## src/design/imu_regs_pkg.sv

```systemverilog
// Purpose: shared constants for the page-zero status and output registers
// Assumes: 16-bit serial frames, 7-bit byte addresses, byte-wide writes
// Notes:   addresses are byte addresses; a register spans two of them
package imu_regs_pkg;

  localparam int WORD_W      = 16;
  localparam int ADDR_W      = 7;
  localparam int AXES        = 3;
  localparam int SENSE_W     = 7;
  localparam int STORE_DEPTH = 13;
  localparam int STORE_IDX_W = 4;

  // register byte addresses
  localparam logic [6:0] OFF_PAGE_LOW   = 7'h00;
  localparam logic [6:0] OFF_PAGE_HIGH  = 7'h01;
  localparam logic [6:0] OFF_SYS_FLAGS  = 7'h08;
  localparam logic [6:0] OFF_SELFTEST   = 7'h0a;
  localparam logic [6:0] OFF_ALARM      = 7'h0c;
  localparam logic [6:0] OFF_TEMP       = 7'h0e;
  localparam logic [6:0] OFF_RATE_X_LOW = 7'h10;
  localparam logic [6:0] OFF_RATE_X_HI  = 7'h12;
  localparam logic [6:0] OFF_RATE_Y_LOW = 7'h14;
  localparam logic [6:0] OFF_RATE_Y_HI  = 7'h16;
  localparam logic [6:0] OFF_RATE_Z_LOW = 7'h18;
  localparam logic [6:0] OFF_RATE_Z_HI  = 7'h1a;
  localparam logic [6:0] OFF_ACC_X_LOW  = 7'h1c;
  localparam logic [6:0] OFF_ACC_X_HI   = 7'h1e;
  localparam logic [6:0] OFF_ACC_Y_LOW  = 7'h20;
  localparam logic [6:0] OFF_ACC_Y_HI   = 7'h22;
  localparam logic [6:0] OFF_ACC_Z_LOW  = 7'h24;
  localparam logic [6:0] OFF_ACC_Z_HI   = 7'h26;

  // reset values
  localparam logic [15:0] PAGE_RESET  = 16'h0000;
  localparam logic [15:0] FLAG_RESET  = 16'h0000;
  localparam logic [15:0] WORD_ZERO   = 16'h0000;
  localparam logic [15:0] PAGE_OUTPUT = 16'h0000;

  // per-sensor flag layout: six inertial bits at the bottom, barometer apart
  localparam int SENSE_BARO_IN = 6;
  localparam int FLAG_BARO_BIT = 11;
  localparam int SYS_ALARM_BIT = 0;
  localparam int SYS_CHECK_BIT = 5;

  // serial frame layout
  localparam int          FRAME_BITS  = 16;
  localparam logic [4:0]  FRAME_COUNT = 5'h10;
  localparam int          CMD_WR_BIT  = 15;

  // store entries
  localparam logic [3:0] IDX_TEMP   = 4'h0;
  localparam int         RATE_BASE  = 1;
  localparam int         ACCEL_BASE = 7;

  typedef enum {SPI_IDLE, SPI_FETCH, SPI_LOAD} spi_state_e;

endpackage : imu_regs_pkg

```

## src/design/store_if.sv

```systemverilog
// Purpose: carrier between the register front end and the sample store
// Assumes: one writer, one store, same clock
// Notes:   the whole snapshot is written in one cycle
`timescale 1ns/1ps
interface store_if;
  logic                      wr_en;
  logic [12:0][15:0]         wr_data;
  logic [3:0]                rd_idx;
  logic [15:0]               rd_data;

  modport writer (output wr_en, output wr_data, output rd_idx,
                  input rd_data);
  modport store  (input wr_en, input wr_data, input rd_idx,
                  output rd_data);
endinterface : store_if

```

## src/design/sample_store.sv

```systemverilog
// Purpose: snapshot store for temperature, rate and acceleration words
// Assumes: write and read indices come from the same clock domain
// Notes:   read data appear one cycle after the index
`timescale 1ns/1ps
module sample_store (
  // clock and reset
  input wire logic  clk_sys,
  input wire logic  rst,
  // front end
  store_if.store    port
);

  logic [15:0] mem_reg  [imu_regs_pkg::STORE_DEPTH];
  logic [15:0] mem_next [imu_regs_pkg::STORE_DEPTH];
  logic [15:0] rd_reg;
  logic [15:0] rd_next;

  // every word is written from one snapshot, so pairs stay coherent
  genvar e;
  generate
    for (e = 0; e < imu_regs_pkg::STORE_DEPTH; e++) begin : g_entry
      always_comb begin
        mem_next[e] = port.wr_en ? port.wr_data[e] : mem_reg[e];
      end
      always_ff @(posedge clk_sys or posedge rst) begin
        if (rst) begin
          mem_reg[e] <= imu_regs_pkg::WORD_ZERO;
        end else begin
          mem_reg[e] <= mem_next[e];
        end
      end

    end
  endgenerate

  always_comb begin
    rd_next = imu_regs_pkg::WORD_ZERO;
    if (32'(port.rd_idx) < imu_regs_pkg::STORE_DEPTH) begin
      rd_next = mem_reg[port.rd_idx];
    end
  end

  always_ff @(posedge clk_sys or posedge rst) begin
    if (rst) begin
      rd_reg <= imu_regs_pkg::WORD_ZERO;
    end else begin
      rd_reg <= rd_next;
    end
  end

  assign port.rd_data = rd_reg;

endmodule : sample_store

```

## src/design/imu_status_and_output_regs.sv

```systemverilog
// Purpose: page-zero status flags and sensor output words behind the
//          serial register port
// Assumes: sensor words, fail and alarm levels come from on-chip logic
//          on clk_sys; serial pins are asynchronous
// Notes:   read answers are shifted out in the following frame
`timescale 1ns/1ps
module imu_status_and_output_regs (
  // clock and reset
  input  wire logic                   clk_sys,
  input  wire logic                   rst,
  // serial register pins
  input  wire logic                   spi_cs_n,
  input  wire logic                   spi_sclk,
  input  wire logic                   spi_din,
  output logic                        spi_dout,
  // sensor samples
  input  wire logic                   sample_strobe,
  input  wire logic [15:0]            temp_sample,
  input  wire logic [2:0][31:0]       rate_sample,
  input  wire logic [2:0][31:0]       accel_sample,
  // condition levels
  input  wire logic [6:0]             selftest_fail,
  input  wire logic [6:0]             alarm_hit,
  input  wire logic                   check_fail
);

  localparam int PIN_CS   = 0;
  localparam int PIN_SCLK = 1;
  localparam int PIN_DIN  = 2;

  store_if sif ();

  sample_store u_store (
    .clk_sys (clk_sys),
    .rst     (rst),
    .port    (sif.store)
  );

  // pin synchroniser
  logic [2:0]  pin_meta_reg;
  logic [2:0]  pin_sync_reg;
  logic [2:0]  pin_prev_reg;

  always_ff @(posedge clk_sys or posedge rst) begin
    if (rst) begin
      pin_meta_reg <= 3'h3;
      pin_sync_reg <= 3'h3;
      pin_prev_reg <= 3'h3;
    end else begin
      pin_meta_reg <= {spi_din, spi_sclk, spi_cs_n};
      pin_sync_reg <= pin_meta_reg;
      pin_prev_reg <= pin_sync_reg;
    end
  end

  logic cs_active;
  logic cs_fall;
  logic cs_rise;
  logic sclk_rise;
  logic sclk_fall;

  assign cs_active = !pin_sync_reg[PIN_CS];
  assign cs_fall   = pin_prev_reg[PIN_CS] && !pin_sync_reg[PIN_CS];
  assign cs_rise   = !pin_prev_reg[PIN_CS] && pin_sync_reg[PIN_CS];
  assign sclk_rise = !pin_prev_reg[PIN_SCLK] && pin_sync_reg[PIN_SCLK];
  assign sclk_fall = pin_prev_reg[PIN_SCLK] && !pin_sync_reg[PIN_SCLK];

  // serial frame engine
  imu_regs_pkg::spi_state_e state_reg;
  imu_regs_pkg::spi_state_e state_next;
  logic [15:0] rx_reg;
  logic [15:0] rx_next;
  logic [15:0] tx_reg;
  logic [15:0] tx_next;
  logic [4:0]  cnt_reg;
  logic [4:0]  cnt_next;
  logic [15:0] cmd_reg;
  logic [15:0] cmd_next;
  logic [15:0] page_reg;
  logic [15:0] page_next;
  logic        dout_reg;
  logic        dout_next;

  logic [6:0]  cmd_addr;
  logic [6:0]  store_off;
  logic        cmd_write;
  logic        page_zero;
  logic        in_store;
  logic [15:0] read_word;
  logic        rd_selftest;
  logic        rd_alarm;
  logic        rd_sys;

  assign cmd_addr  = cmd_reg[14:8];
  assign cmd_write = cmd_reg[imu_regs_pkg::CMD_WR_BIT];
  assign page_zero = page_reg == imu_regs_pkg::PAGE_OUTPUT;
  assign store_off = cmd_addr - imu_regs_pkg::OFF_TEMP;
  assign in_store  = page_zero && cmd_addr >= imu_regs_pkg::OFF_TEMP
                     && cmd_addr <= imu_regs_pkg::OFF_ACC_Z_HI + 7'h01;

  // the register index ignores the byte bit: a word reads the same at both
  assign sif.rd_idx = store_off[4:1];

  // a read takes effect once the frame naming it has completed
  assign rd_selftest = state_reg == imu_regs_pkg::SPI_LOAD && !cmd_write
                       && page_zero
                       && cmd_addr[6:1] == imu_regs_pkg::OFF_SELFTEST[6:1];
  assign rd_alarm    = state_reg == imu_regs_pkg::SPI_LOAD && !cmd_write
                       && page_zero
                       && cmd_addr[6:1] == imu_regs_pkg::OFF_ALARM[6:1];
  assign rd_sys      = state_reg == imu_regs_pkg::SPI_LOAD && !cmd_write
                       && page_zero
                       && cmd_addr[6:1] == imu_regs_pkg::OFF_SYS_FLAGS[6:1];

  // status flag registers
  logic [15:0] selftest_reg;
  logic [15:0] selftest_next;
  logic [15:0] alarm_reg;
  logic [15:0] alarm_next;
  logic [15:0] sys_reg;
  logic [15:0] sys_next;
  logic [15:0] fail_word;
  logic [15:0] hit_word;

  always_comb begin
    fail_word = imu_regs_pkg::FLAG_RESET;
    hit_word  = imu_regs_pkg::FLAG_RESET;
    fail_word[5:0] = selftest_fail[5:0];
    fail_word[imu_regs_pkg::FLAG_BARO_BIT] =
      selftest_fail[imu_regs_pkg::SENSE_BARO_IN];
    // alarm_hit is the outcome of the configured alarm comparisons
    hit_word[5:0] = alarm_hit[5:0];
    hit_word[imu_regs_pkg::FLAG_BARO_BIT] =
      alarm_hit[imu_regs_pkg::SENSE_BARO_IN];
  end

  // set wins over a clearing read in the same cycle, so no event is lost
  always_comb begin
    selftest_next = rd_selftest ? imu_regs_pkg::FLAG_RESET
                                : selftest_reg;
    selftest_next = selftest_next | fail_word;
    alarm_next = rd_alarm ? imu_regs_pkg::FLAG_RESET : alarm_reg;
    if (sample_strobe) begin
      alarm_next = alarm_next | hit_word;
    end
    sys_next = rd_sys ? imu_regs_pkg::FLAG_RESET : sys_reg;
    if (sample_strobe && |alarm_hit) begin
      sys_next[imu_regs_pkg::SYS_ALARM_BIT] = 1'b1;
    end
    if (check_fail) begin
      sys_next[imu_regs_pkg::SYS_CHECK_BIT] = 1'b1;
    end
  end

  always_ff @(posedge clk_sys or posedge rst) begin
    if (rst) begin
      selftest_reg <= imu_regs_pkg::FLAG_RESET;
      alarm_reg    <= imu_regs_pkg::FLAG_RESET;
      sys_reg      <= imu_regs_pkg::FLAG_RESET;
    end else begin
      selftest_reg <= selftest_next;
      alarm_reg    <= alarm_next;
      sys_reg      <= sys_next;
    end
  end

  // snapshot of all output words on one sample strobe
  assign sif.wr_en = sample_strobe;
  assign sif.wr_data[imu_regs_pkg::IDX_TEMP] = temp_sample;

  genvar a;
  generate
    for (a = 0; a < imu_regs_pkg::AXES; a++) begin : g_axis
      // low word first, high word (upper half) at the next address
      assign sif.wr_data[imu_regs_pkg::RATE_BASE + 2*a] =
        rate_sample[a][15:0];
      assign sif.wr_data[imu_regs_pkg::RATE_BASE + 2*a + 1] =
        rate_sample[a][31:16];
      assign sif.wr_data[imu_regs_pkg::ACCEL_BASE + 2*a] =
        accel_sample[a][15:0];
      assign sif.wr_data[imu_regs_pkg::ACCEL_BASE + 2*a + 1] =
        accel_sample[a][31:16];
    end
  endgenerate

  // read multiplexer; other pages belong to other blocks and read zero, all but the page word
  always_comb begin
    read_word = imu_regs_pkg::WORD_ZERO;
    if (cmd_addr[6:1] == imu_regs_pkg::OFF_PAGE_LOW[6:1]) begin
      read_word = page_reg;
    end else if (!page_zero) begin
      read_word = imu_regs_pkg::WORD_ZERO;
    end else if (cmd_addr[6:1] == imu_regs_pkg::OFF_SYS_FLAGS[6:1]) begin
      read_word = sys_reg;
    end else if (cmd_addr[6:1] == imu_regs_pkg::OFF_SELFTEST[6:1]) begin
      read_word = selftest_reg;
    end else if (cmd_addr[6:1] == imu_regs_pkg::OFF_ALARM[6:1]) begin
      read_word = alarm_reg;
    end else if (in_store) begin
      read_word = sif.rd_data;
    end
  end

  always_comb begin
    state_next = state_reg;
    rx_next    = rx_reg;
    tx_next    = tx_reg;
    cnt_next   = cnt_reg;
    cmd_next   = cmd_reg;
    page_next  = page_reg;
    dout_next  = tx_reg[imu_regs_pkg::FRAME_BITS-1];
    if (cs_fall) begin
      cnt_next = 5'h00;
    end else if (cs_active && sclk_rise) begin
      rx_next = {rx_reg[14:0], pin_sync_reg[PIN_DIN]};
      if (cnt_reg != 5'h1f) begin
        cnt_next = cnt_reg + 5'h01;
      end
    end else if (cs_active && sclk_fall && cnt_reg != 5'h00) begin
      // the first leading edge finds the top bit already on the line
      tx_next = {tx_reg[14:0], 1'b0};
    end
    unique case (state_reg)
      imu_regs_pkg::SPI_IDLE: begin
        // a frame that is not exactly sixteen bits is dropped
        if (cs_rise && cnt_reg == imu_regs_pkg::FRAME_COUNT) begin
          cmd_next   = rx_reg;
          state_next = imu_regs_pkg::SPI_FETCH;
        end
      end
      imu_regs_pkg::SPI_FETCH: begin
        if (cmd_write) begin
          if (cmd_addr == imu_regs_pkg::OFF_PAGE_LOW) begin
            page_next[7:0] = cmd_reg[7:0];
          end else if (cmd_addr == imu_regs_pkg::OFF_PAGE_HIGH) begin
            page_next[15:8] = cmd_reg[7:0];
          end
          state_next = imu_regs_pkg::SPI_IDLE;
        end else begin
          state_next = imu_regs_pkg::SPI_LOAD;
        end
      end
      imu_regs_pkg::SPI_LOAD: begin
        tx_next    = read_word;
        state_next = imu_regs_pkg::SPI_IDLE;
      end
    endcase
  end

  always_ff @(posedge clk_sys or posedge rst) begin
    if (rst) begin
      state_reg <= imu_regs_pkg::SPI_IDLE;
      rx_reg    <= imu_regs_pkg::WORD_ZERO;
      tx_reg    <= imu_regs_pkg::WORD_ZERO;
      cnt_reg   <= 5'h00;
      cmd_reg   <= imu_regs_pkg::WORD_ZERO;
      page_reg  <= imu_regs_pkg::PAGE_RESET;
      dout_reg  <= 1'b0;
    end else begin
      state_reg <= state_next;
      rx_reg    <= rx_next;
      tx_reg    <= tx_next;
      cnt_reg   <= cnt_next;
      cmd_reg   <= cmd_next;
      page_reg  <= page_next;
      dout_reg  <= dout_next;
    end
  end

  assign spi_dout = dout_reg;
endmodule : imu_status_and_output_regs

```

## config.mk

```make
export PLATFORM = sky130hd
export DESIGN_NAME = imu_status_and_output_regs
export DESIGN_NICKNAME = d
export VERILOG_FILES = /design/src/design/imu_regs_pkg.sv /design/src/design/store_if.sv /design/src/design/sample_store.sv /design/src/design/imu_status_and_output_regs.sv
export SDC_FILE = /design/constraint.sdc
export NUM_CORES = 1
export LEC_CHECK = 0
export ABC_CLOCK_PERIOD_IN_PS = 13650
export BUFFER_PORTS_ARGS = -buffer_cell sky130_fd_sc_hd__buf_2
export CAP_MARGIN = 25
export CORE_ASPECT_RATIO = 0.7
export CORE_MARGIN = 2
export CORE_UTILIZATION = 57
export DETAILED_ROUTE_END_ITERATION = 10
export PLACE_DENSITY = 0.79
export SYNTH_ARGS = -nofsm -noshare
export SYNTH_HDL_FRONTEND = slang
export SYNTH_SLANG_ARGS = --single-unit
```

## constraint.sdc

```tcl
create_clock -name clk_sys -period 13.65 [get_ports clk_sys]
set_input_delay 2.73 -clock clk_sys [delete_from_list [all_inputs] [get_ports clk_sys]]
set_output_delay 2.73 -clock clk_sys [all_outputs]
set_load 0.02 [all_outputs]
```

==> impl_results.md <==
- Routed wire length: 33,100 µm
- Area grow syn2layout: 16.8%
- Iter 0 DRT Violations: 645
- Fin crit share: 30.7%
- Final ANT Viol Nets: 0
- Critical path origin: sample_strobe
- Critical path's largest stage delay: 870 ps
- Critical Path RT: 14,080 ps
- Post-CTS Setup Repair Bufs: 0
- Die ar.: 26,000 µm²
- Setup TNS: 0 ps
- Most frequent cells after synthesis: dfrtp_1 (314), mux2_2 (249), mux4_2 (48)
- Hpwl dp: 22,600 µm
- YS warnings: 0
- Number of flops mapped to enable cells by yosys: 0
- Crit-path cells: clkbuf_8, buf_4, mux2_2
- Cts hold-fix bufs: 0
- Clock Skew: 13.6 ps
- Initial antenna violation count: 10
- Final Max Tran Viols: 0
- Placed instance count: 1,435
- Status: finished, final reports clean
- Max_slew headroom: 30.3%
- Pin count of the biggest net entering global routing: 176
- Vias in the first global route: 9,209
- Crit-path max FO: 81
- WS Path Type: input pin to flip-flop
- Family with the most delay on the worst path: buffers and inverters
- Starting density of the core: 57.6%
- Rows: 48
- Cells after Synth: 934
- Post-CTS Resized: 0
- Area share of the largest cell type after synthesis: 55.7%
- Num CTS Buffers: 29
- Count of unique library cells instantiated by Yosys: 59
- Actual slew at the worst max-slew pin: 1050 ps
- Worst R2R Start: cmd_reg[9]
- Post-synthesis sequential area ratio: 56.8%
- Buf/Inv on CP: 2
- Wire per inst: 22.1 µm
- Max reg flops: 208
- CTS H-Tree Depth: 1
- Via count: 8,888
- Unrepaired setup endpoints after global routing: false
- First-pass GRT wire length: 52,000 µm
- Die X: 192 µm
- Cell area after synthesis: 14,100 µm²
- Crit-path slowest cell: buf_4
- Fin crit period: 4190 ps
- Post-Syn Nets: 1,174
- Grt ovf: 0
- # setup viols final: 0
- Critical path depth: 3
- Min-delay worst type: flip-flop to flip-flop
- Total power: 2.05 mW
- # nets final: 1,383
- Pre-CTS setup slack: 8570 ps
- Routed vias/inst: 5.93
- Setup crit end: u_store.mem_reg[100]
- Arrival time at the worst endpoint: 4620 ps
- Synth area leader: dfrtp_1
- Maximum vdd ir drop: 98.1 µV
- Root buffer cell: clkbuf_16
- Worst Setup Start Kind: input pin
- Average size of a mapped cell: 15.1 µm²
- # DRC: 0
- Pwr/cell area: 124 nW/µm²
- Fmax: 239 MHz
- GRT Total Usage: 26.2%
- Final Hold Fails: 0
- Core ar.: 24,500 µm²
- Layout cells sized above 1: 52.1%
- # IOs: 230
- Setup ws final: 9460 ps
- Top_reg_cell synth: dfrtp_1
- R2R Setup Slk: 10,510 ps
- Top cells by area, synth: dfrtp_1 (56%), mux2_2 (20%), mux4_2 (7.7%)
- Synth Register Bits: 320
- Most frequent cell after synthesis: dfrtp_1
- Leakage power: 7.42 nW
- Gpl congestion: 0.826
- Max Root-Sink Buffers: 3
- First drt pass iteration count: 5
- Reg-to-reg endpoint: u_store.port.rd_data[10]
- Maxcap violations: 0
- Worst-Skew Late Latency: 550 ps
- CP Capture Type: flip-flop
- Final non-filler cell total: 1,498
- DIE HEIGHT: 136 µm
- CTS clk-pin slew, worst paths: 60 ps
- Ys async rst share: 100%
- Min-delay src: pin_meta_reg[2]
- CTS tree: built
- Port buffer count: 229
- CTS sink count: 320
- R2r worst-path depth: 6
## worst reg2reg max path: stages (launching register included)
cell and delay, ps:
dfrtp_4 640, inv_1 160, ha_4 820, nor3b_1 250, and3_1 470, a32oi_1 460
o21ai_0 180
## layout make-up
class,count,area [µm²]
clock inverter,7,68.8
fill,1717,8030
timing repair buffer,236,1260
clock buffer,43,848
antenna,11,27.5
tap,325,407
sequential,320,8020
multi-input combinational,548,5810
inverter,8,37.5
## metrics by stage
stage          hold WS, ps  utilization, %  area (µm²)
6_report               365            67.2       16500
5_1_grt                378            67.2       16500
4_1_cts                365            66.9       16400
3_5_place_dp           341            63.1       15500
3_3_place_gp           336            63.1       15500
2_1_floorplan          331               -       14100
## cell families after synthesis
group	Yosys count	synth area share, %
simple gates	81	3.27
mux	338	30.7
buf+inv	66	2.24
flops	320	56.8
fa+ha+maj	11	0.976
xor+xnor	5	0.364
compound gates	113	5.59
## power breakdown
part	leakage (nW)	switching (mW)	internal [mW]
clock network	0.447	0.345	0.446
registers	3.84	0.0435	1.02
logic	3.13	0.0796	0.111
total	7.42	0.469	1.58
## worst min-delay path by stage
stage,to,depth (start not counted),slack (ps)
finish,pin_sync_reg[2],0,360
global route,pin_sync_reg[1],0,380
CTS,pin_sync_reg[0],0,370
detailed placement,pin_sync_reg[2],0,340
global placement,pin_sync_reg[2],0,340
floorplan,pin_sync_reg[2],0,330
## routing by layer
metal | wire (µm) | share of wire (%) | vias up | global-route usage (%)
met5 | 24 | 0.073 | - | 0
met4 | 603 | 1.8 | 4 | 5.94
met3 | 2670 | 8.1 | 54 | 7.20
met2 | 14600 | 44 | 301 | 39.0
met1 | 15100 | 46 | 4610 | 38.9
li1 | - | - | 3919 | -
## placed cells by master (no fill, tap or decap), types with 11 or more instances in the layout
master / count
dfrtp_1: 313
mux2_2: 249
buf_2: 228
mux4_2: 48
mux2i_1: 33
o21ai_0: 33
clkbuf_16: 29
a21o_1: 20
nand2_1: 18
a32oi_1: 17
nor2_1: 14
diode_2: 11
No activity file was read; power rests on OpenSTA's default activity.
